===== config.mk =====
export PLATFORM = sky130hd
export DESIGN_NAME = tmc_timer_compare
export DESIGN_NICKNAME = d
export VERILOG_FILES = /design/src/core/tmc_pkg.sv /design/src/core/tmc_cmp_if.sv /design/src/core/tmc_cmp.sv /design/src/core/tmc_timer_compare.sv
export SDC_FILE = /design/constraint.sdc
export NUM_CORES = 1
export LEC_CHECK = 0
export BUFFER_PORTS_ARGS = -buffer_cell sky130_fd_sc_hd__buf_2
export CORE_MARGIN = 4
export CORE_UTILIZATION = 30
export DETAILED_ROUTE_END_ITERATION = 7
export GPL_TIMING_DRIVEN = 0
export MAX_ROUTING_LAYER = met4
export PLACE_DENSITY_LB_ADDON = 0.15
export SKIP_LAST_GASP = 1
export SLEW_MARGIN = 20
export SYNTH_ARGS = -nofsm -noshare
export SYNTH_HDL_FRONTEND = slang
export SYNTH_SLANG_ARGS = --single-unit
export TNS_END_PERCENT = 100

===== constraint.sdc =====
create_clock -name clk_in -period 5.5 [get_ports clk_in]
set_clock_uncertainty 0.15 [all_clocks]
set_input_delay 0.275 -clock clk_in [delete_from_list [all_inputs] [get_ports clk_in]]
set_output_delay 0.275 -clock clk_in [all_outputs]
set_load 0.05 [all_outputs]

===== src/core/tmc_pkg.sv =====
package tmc_pkg;

	// control/status register numbers of the compare words
	localparam logic [11:0] TMC_ADDR_SUP_CMP    = 12'h14D;
	localparam logic [11:0] TMC_ADDR_SUP_CMPH   = 12'h15D;
	localparam logic [11:0] TMC_ADDR_GUEST_CMP  = 12'h24D;
	localparam logic [11:0] TMC_ADDR_GUEST_CMPH = 12'h25D;

	// all ones so nothing is pending out of reset
	localparam logic [63:0] TMC_CMP_RESET = 64'hFFFF_FFFF_FFFF_FFFF;

	// compare feature enable in both environment configuration words
	localparam int TMC_SUP_COMPARE_FEATURE_ENABLE_BIT = 63;
	localparam int TMC_HALF_LSB = 32;

	// privilege encoding of the hart, in order of rank
	typedef enum logic [1:0] {
		TMC_PRIV_U,
		TMC_PRIV_S,
		TMC_PRIV_RSVD,
		TMC_PRIV_M
	} tmc_priv_t;

	// merge a write into a 64-bit compare word, whole or one half
	function automatic logic [63:0] tmc_merge(
		input logic [63:0] old,
		input logic [63:0] wdata,
		input logic        hi,
		input logic        full
	);
		logic [63:0] res;
		res = old;
		if (full)
			res = wdata;
		else if (hi)
			res[63:TMC_HALF_LSB] = wdata[31:0];
		else
			res[31:0] = wdata[31:0];
		return res;
	endfunction

endpackage


===== src/core/tmc_cmp_if.sv =====
`timescale 1ns/100ps
interface tmc_cmp_if #(parameter int W = 64);
	logic [W-1:0] value;
	logic [W-1:0] limit;
	logic         pending;

	modport unit (input value, input limit, output pending);
	modport user (output value, output limit, input pending);
endinterface


===== src/core/tmc_cmp.sv =====
`timescale 1ns/100ps
module tmc_cmp
	import tmc_pkg::*;
(
	// clock and reset
	input  wire logic clk_in,
	input  wire logic rstn_in,
	// compare pair
	tmc_cmp_if.unit   cmp
);

	logic reached;

	assign reached = cmp.value >= cmp.limit;

	// fresh every cycle, no hold beyond the compare itself
	always_ff @(posedge clk_in)
	begin
		if (!rstn_in)
			cmp.pending <= 1'b0;
		else
			cmp.pending <= reached;
	end

endmodule // tmc_cmp


===== src/core/tmc_timer_compare.sv =====
`timescale 1ns/100ps
module tmc_timer_compare
	import tmc_pkg::*;
#(
	parameter int XLEN = 64
)
(
	// clock and reset
	input  wire logic            clk_in,
	input  wire logic            rstn_in,
	// csr access port
	input  wire logic            csr_req_in,
	input  wire logic            csr_we_in,
	input  wire logic [11:0]     csr_addr_in,
	input  wire logic [XLEN-1:0] csr_wdata_in,
	input  wire logic [1:0]      priv_in,
	input  wire logic            virt_in,
	// access and feature controls
	input  wire logic            mcounteren_tm_in,
	input  wire logic            hcounteren_tm_in,
	input  wire logic [63:0]     menvcfg_in,
	input  wire logic [63:0]     henvcfg_in,
	// time base and injected pending
	input  wire logic [63:0]     time_in,
	input  wire logic [63:0]     time_delta_in,
	input  wire logic            hvip_guest_pending_in,
	input  wire logic            mip_sup_timer_pending_we_in,
	input  wire logic            mip_sup_timer_pending_wdata_in,
	// csr answer
	output logic                 csr_ack_out,
	output logic                 csr_hit_out,
	output logic [XLEN-1:0]      csr_rdata_out,
	output logic                 csr_illegal_out,
	output logic                 csr_virtual_out,
	// pending flags
	output logic                 sup_timer_pending_out,
	output logic                 guest_timer_pending_out,
	output logic                 guest_timer_active_out
);

	localparam logic IS_RV32 = (XLEN == 32);

	tmc_cmp_if #(.W(64)) sup_if ();
	tmc_cmp_if #(.W(64)) guest_if ();

	logic [63:0] sup_cmp;
	logic [63:0] guest_cmp;
	logic        sw_sup_timer_pending;

	wire         addr_s;
	wire         addr_sh;
	wire         addr_g;
	wire         addr_gh;
	wire         hit;
	wire         is_m;
	wire         is_u;
	wire         sup_compare_feature_enable_m;
	wire         sup_compare_feature_enable_h;
	wire         tm_block;
	wire         guest_csr;
	wire         illegal;
	wire         virt_trap;
	wire         ok;
	wire         redirect;
	wire         tgt_guest;
	wire         hi;
	wire         full;
	wire         wr_s;
	wire         wr_g;
	wire [63:0]  wdata64;
	wire [63:0]  rd_word;
	wire [XLEN-1:0] rd_val;
	wire [63:0]  guest_time;
	wire [63:0]  next_sup_cmp;
	wire [63:0]  next_guest_cmp;
	wire         next_sw_sup_timer_pending;
	wire         next_sup_timer_pending;
	wire         next_guest;

	// high halves exist only on 32-bit harts
	assign addr_s    = csr_addr_in == TMC_ADDR_SUP_CMP;
	assign addr_sh   = IS_RV32 && csr_addr_in == TMC_ADDR_SUP_CMPH;
	assign addr_g    = csr_addr_in == TMC_ADDR_GUEST_CMP;
	assign addr_gh   = IS_RV32 && csr_addr_in == TMC_ADDR_GUEST_CMPH;
	assign hit       = csr_req_in && (addr_s || addr_sh || addr_g || addr_gh);
	assign guest_csr = addr_g || addr_gh;

	assign is_m   = priv_in == TMC_PRIV_M;
	assign is_u   = priv_in == TMC_PRIV_U;
	// hypervisor enable reads as zero while the machine enable is clear
	assign sup_compare_feature_enable_m = menvcfg_in[TMC_SUP_COMPARE_FEATURE_ENABLE_BIT];
	assign sup_compare_feature_enable_h = sup_compare_feature_enable_m && henvcfg_in[TMC_SUP_COMPARE_FEATURE_ENABLE_BIT];

	// lower modes need both the timer access bit and the feature enable
	assign tm_block  = !is_m && (!mcounteren_tm_in || !sup_compare_feature_enable_m);
	assign illegal   = hit && (tm_block || (is_u && !virt_in));
	// guest side: direct guest numbers, user mode or blocked redirect
	assign virt_trap = hit && !illegal && virt_in && !is_m
		&& (is_u || guest_csr || !hcounteren_tm_in || !sup_compare_feature_enable_h);
	assign ok        = hit && !illegal && !virt_trap;
	assign redirect  = virt_in && !is_m;
	assign tgt_guest = guest_csr || redirect;
	assign hi        = addr_sh || addr_gh;
	assign full      = !IS_RV32;

	assign wdata64 = 64'(csr_wdata_in);
	assign wr_s    = ok && csr_we_in && !tgt_guest;
	assign wr_g    = ok && csr_we_in && tgt_guest;

	assign next_sup_cmp = wr_s
		? tmc_merge(sup_cmp, wdata64, hi, full) : sup_cmp;
	assign next_guest_cmp = wr_g
		? tmc_merge(guest_cmp, wdata64, hi, full) : guest_cmp;

	assign rd_word = tgt_guest ? guest_cmp : sup_cmp;
	assign rd_val  = hi ? XLEN'(rd_word[63:TMC_HALF_LSB])
		: XLEN'(rd_word);

	// offset sum wraps at 64 bits by width
	assign guest_time = time_in + time_delta_in;

	assign sup_if.value   = time_in;
	assign sup_if.limit   = sup_cmp;
	assign guest_if.value = guest_time;
	assign guest_if.limit = guest_cmp;

	// machine software owns the bit only while the feature is off
	assign next_sw_sup_timer_pending = (mip_sup_timer_pending_we_in && !sup_compare_feature_enable_m)
		? mip_sup_timer_pending_wdata_in : sw_sup_timer_pending;
	assign next_sup_timer_pending  = sup_compare_feature_enable_m ? sup_if.pending : sw_sup_timer_pending;
	assign next_guest = hvip_guest_pending_in
		|| (sup_compare_feature_enable_h && guest_if.pending);

	tmc_cmp u_sup_cmp (
		.clk_in  (clk_in),
		.rstn_in (rstn_in),
		.cmp     (sup_if)
	);

	tmc_cmp u_guest_cmp (
		.clk_in  (clk_in),
		.rstn_in (rstn_in),
		.cmp     (guest_if)
	);

	always_ff @(posedge clk_in)
	begin
		if (!rstn_in)
		begin
			sup_cmp   <= TMC_CMP_RESET;
			guest_cmp <= TMC_CMP_RESET;
			sw_sup_timer_pending   <= 1'b0;
		end
		else
		begin
			sup_cmp   <= next_sup_cmp;
			guest_cmp <= next_guest_cmp;
			sw_sup_timer_pending   <= next_sw_sup_timer_pending;
		end
	end

	// answer one cycle after the request; trapped reads return zero
	always_ff @(posedge clk_in)
	begin
		if (!rstn_in)
		begin
			csr_ack_out     <= 1'b0;
			csr_hit_out     <= 1'b0;
			csr_rdata_out   <= '0;
			csr_illegal_out <= 1'b0;
			csr_virtual_out <= 1'b0;
		end
		else
		begin
			csr_ack_out     <= csr_req_in;
			csr_hit_out     <= hit;
			csr_rdata_out   <= ok ? rd_val : '0;
			csr_illegal_out <= illegal;
			csr_virtual_out <= virt_trap;
		end
	end

	// no enable of our own; the core applies enables and delegation
	always_ff @(posedge clk_in)
	begin
		if (!rstn_in)
		begin
			sup_timer_pending_out   <= 1'b0;
			guest_timer_pending_out <= 1'b0;
			guest_timer_active_out  <= 1'b0;
		end
		else
		begin
			sup_timer_pending_out   <= next_sup_timer_pending;
			guest_timer_pending_out <= next_guest;
			guest_timer_active_out  <= next_guest && virt_in;
		end
	end
endmodule // tmc_timer_compare


==> results_tabular.tex <==
\begin{tabular}{lr}
\hline
Metric & Value \\
\hline
\multicolumn{2}{l}{\textbf{Placed design}} \\
Number of cells in the design after placement & 2575 \\
Post-detailed-placement half-perimeter wirelength & between 40000 and 50000 um \\
IO Port Bufs & between 200 and 300 \\
Placed inst area & $\sim$16000 sq um \\
Post-Place Setup Slack & -0.9316 ns \\
Final weighted congestion in routability-driven placement & 0.8832 \\
\multicolumn{2}{l}{\textbf{Synthesis}} \\
Synth Instances & 1691 \\
Asr flop ratio synth & 0\% \\
Most frequently used flop master after synthesis & sky130\_fd\_sc\_hd\_\_dfxtp\_1 \\
Mean cell area of the mapped netlist & a little under 8 sq um \\
EDFF count, synth & 0 \\
Yosys Warn Count & 0 \\
Synth top area share & 30.18\% \\
Netlist area before placement & approximately 13000 sq um \\
Flip-flop and latch count after synthesis & 202 \\
Part of the Yosys area used for sequential elements & 30.18\% \\
Netlist cell types & 58 \\
Cell type with the largest total area after synthesis & sky130\_fd\_sc\_hd\_\_dfxtp\_1 \\
Synth Net Count & 2227 \\
Leading cell types by total area after synthesis & sky130\_fd\_sc\_hd\_\_dfxtp\_1 30\%, sky130\_fd\_sc\_hd\_\_ha\_1 18\%, sky130\_fd\_sc\_hd\_\_nand2\_1 8.7\% \\
\multicolumn{2}{l}{\textbf{Global route}} \\
Global-route usage over all layers & 20.67\% \\
Met1 demand-to-capacity share in global routing & 26.24\% \\
Number of global-route vias before repair & 13.57k \\
Global routing met2 resource utilization & 34.32\% \\
Gr busiest metal & met2 \\
Total gr overflow & 0 \\
Pin count of the biggest net entering global routing & 13 \\
Met3 capacity usage during global routing & roughly 3.4\% \\
Global-route wire length before repair & approximately 75000 um \\
Initial antenna violation count & 8 \\
\multicolumn{2}{l}{\textbf{Clocking}} \\
Clock slew seen by the registers of the worst setup and hold paths & roughly 0.060 ns \\
Number of H-tree levels & 1 \\
CTS buffer count & 25 \\
CTS tree & yes \\
Number of clock sinks & roughly 200 \\
Maximum count of clock buffers along a single path & 3 \\
Worst-skew pair later-pin latency & 0.54 ns \\
Clock root buffer master & sky130\_fd\_sc\_hd\_\_clkbuf\_16 \\
\multicolumn{2}{l}{\textbf{Setup path}} \\
Sequence of cells on the critical path & buf\_2, ha\_1, inv\_1, fa\_1, nor2b\_1, o2111ai\_1, a211oi\_2, o211ai\_1, o221ai\_1, nand2\_1, o41a\_1, o311a\_1, xnor2\_1, ha\_1, a21o\_1, a21o\_1, a21oi\_1, nor2\_1, a211oi\_1, o21ai\_1, nor4\_2, o31ai\_1, nand3\_1, a31oi\_1 \\
Critical Path Start Type & input pin \\
Cell class contributing the biggest share of worst-path delay & compound AO/OA/AOI/OAI gates \\
Critical Path Max Stage Delay & roughly 0.54 ns \\
Arrival time reported for the critical path endpoint & around 5.3 ns \\
CP Max Fanout & 5 \\
Endpoint class of the critical path & register \\
Crit path kind & in -> reg \\
Count of buffering cells on the critical path with inverters included & 2 \\
Critical-path cell with the highest stage delay & sky130\_fd\_sc\_hd\_\_o41a\_1 \\
Critical path data required time & about 5.8 ns \\
Minimum setup slack among reg-to-reg paths & about 2.3 ns \\
\multicolumn{2}{l}{\textbf{Status}} \\
Status & complete, no violations \\
\multicolumn{2}{l}{\textbf{Timing}} \\
Smallest setup slack after layout & just over 0.4 ns \\
Endpoints failing setup & 0 \\
Pins Over Slew Limit & 0 \\
Tmin final & 5.088 ns \\
Final TNS setup & 0 ns \\
Slew at the pin with the worst max-slew slack & 1.157 ns \\
Unrepaired setup endpoints after global routing & no \\
Worst hold slack across all endpoints & 0.07476 ns \\
Headroom to the max-slew limit & 22.84\% \\
Final count of hold timing violations & 0 \\
Highest Clock Rate & 196.5 MHz \\
Post-route fraction of the period consumed by the critical path & between 90\% and 100\% \\
\multicolumn{2}{l}{\textbf{Route}} \\
Detailed-route wire length & 50380 um \\
Routed wire length per instance & 18.62 um \\
Violation count after the first detailed-routing iteration & 705 \\
Post-route ant nets & 0 \\
Number of remaining DRC errors & 0 \\
Length of the first detailed-routing pass in iterations & 5 \\
Number of vias in the routed layout & 13.56k \\
Vias per inst & 5.010 \\
\multicolumn{2}{l}{\textbf{Floorplanning}} \\
Overall die width & 219.3 um \\
Die height & 219.3 um \\
Die Area & $\sim$48000 sq um \\
Placeable core region & 44220 sq um \\
Effective utilization at floorplan & 30.30\% \\
Cell row count & between 70 and 80 \\
Ports & 415 \\
\multicolumn{2}{l}{\textbf{Pwr}} \\
Leakage & 9.329 nW \\
IR drop worst, VDD & 0.1938 mV \\
Power density normalized to cell area & 228.7 nW/um\^{}2 \\
Final Total Pwr & roughly 3.9 mW \\
\multicolumn{2}{l}{\textbf{Layout}} \\
Non-Filler Cell Area, Final & roughly 17000 sq um \\
Post-route core utilization & 39.05\% \\
Net count of the finished layout & 2625 \\
Number of standard cells in the final layout excluding fillers & about 2.7k \\
Area Growth Syn to Fin & 28.87\% \\
Layout cell share with drive strength beyond 1 & 16.66\% \\
\multicolumn{2}{l}{\textbf{Worst hold path}} \\
Worst min-delay path class & in -> reg \\
\multicolumn{2}{l}{\textbf{Run}} \\
Count of maximum capacitance violations & 0 \\
\hline
\end{tabular}
layout by cell type, fill, tap and decap left out, drive strengths merged, types with 15 or more instances in the layout:
cell type	n
buf	308
nor2b	20
a21o	74
xnor2	40
clkbuf	106
inv	159
dfxtp	202
nor3	15
a21oi	165
nor2	44
nand4	45
o211ai	137
xor2	23
o21ai	56
dlygate4sd3	77
nand2	311
ha	191
tightest hold or removal path, cell delays in order:
cell                     delay, ns
sky130_fd_sc_hd__buf_2        0.10
sky130_fd_sc_hd__maj3_1       0.21
sky130_fd_sc_hd__nor3_1       0.11
metal layers:
| layer | routed length (um) | part of all wire, % |
|---|---|---|
| met1 | 22320 | 44 |
| met2 | 23450 | 47 |
| met3 | 3364 | 6.7 |
| met4 | 1239 | 2.5 |
| met5 | 0 | 0 |
worst paths after layout:
| kind | from | end | cells past startpoint |
|---|---|---|---|
| setup / recovery | time_in[0] | u_guest_cmp.cmp.pending$_SDFF_PN0_ | 24 |
| hold / removal | priv_in[1] | csr_virtual_out$_SDFF_PN0_ | 3 |
| setup reg to reg | sup_cmp[13]$_SDFFE_PN1P_ | u_sup_cmp.cmp.pending$_SDFF_PN0_ | 11 |
| hold reg to reg | sup_cmp[26]$_SDFFE_PN1P_ | csr_rdata_out[26]$_SDFF_PN0_ | 2 |
synth_stat cells (all sizes together) (2+ instances only):
master and n:
and4 4, a221o 5, nand3 14, a311o 2, a311oi 3, nand2b 9, xor2 23, nand4 45
dfxtp 202, o21a 7, clkbuf 67, o21ai 56, nor4 4, o211ai 137, nor3b 2, inv 157
a221oi 3, a21oi 165, o221ai 2, buf 14, or3 2, and3 7, o21ba 2, and2 4
nor3 15, o31ai 4, ha 191, nand2 311, o41ai 4, xnor2 40, mux2i 4, a31o 2
o21bai 14, a211oi 7, a31oi 10, a21o 74, nor2b 20, nor2 44
sequential cells by signal, summed over array words and instances, names as in the netlist:
signal and flops:
csr_ack_out 1, csr_hit_out 1, csr_illegal_out 1, csr_rdata_out 64, csr_virtual_out 1, guest_cmp 64, guest_timer_active_out 1, guest_timer_pending_out 1
sup_cmp 64, sup_timer_pending_out 1, sw_sup_timer_pending 1, u_guest_cmp.cmp.pending 1, u_sup_cmp.cmp.pending 1
where the power goes:
| part | internal [mW] | total [mW] | switching [mW] |
|---|---|---|---|
| logic | 0.361 | 0.856 | 0.495 |
| clock network | 0.966 | 1.63 | 0.661 |
| registers | 1.46 | 1.47 | 0.00101 |
final cells by class:
class / count / area (sq um)
fill: 4650 / 26950
multi-input combinational: 1251 / 8501
sequential: 202 / 4044
timing repair buffer: 371 / 2262
tap: 592 / 740.7
clock buffer: 39 / 738.2
inverter: 157 / 589.3
buffer: 81 / 312.8
clock inverter: 6 / 62.56
antenna: 7 / 17.52
kinds of logic (layout without fill, tap and decap cells):
group / count (synthesis) / count (layout) / synth area share, %
AOI/OAI and AO/OA: 506 / 506 / 24.72
xor gates and xnor gates: 63 / 63 / 4.118
adders and majority gates: 193 / 193 / 18.06
buffers and inverters: 238 / 654 / 6.723
DFF: 202 / 202 / 30.18
muxes: 4 / 4 / 0.2988
other: 0 / 7 / 0
and+or+nand+nor: 485 / 485 / 15.90
timing repair:
| action | CTS | global route |
|---|---|---|
| setup endpoints to repair | 1 | 1 |
| resized for setup | 3 | 4 |
| pin swaps | 1 | 1 |
| setup buffers | 2 | 0 |
| endpoints found under the hold margin | 134 | 0 |
| hold buffers | 77 | 0 |
Power figures use the tool's default switching activity.
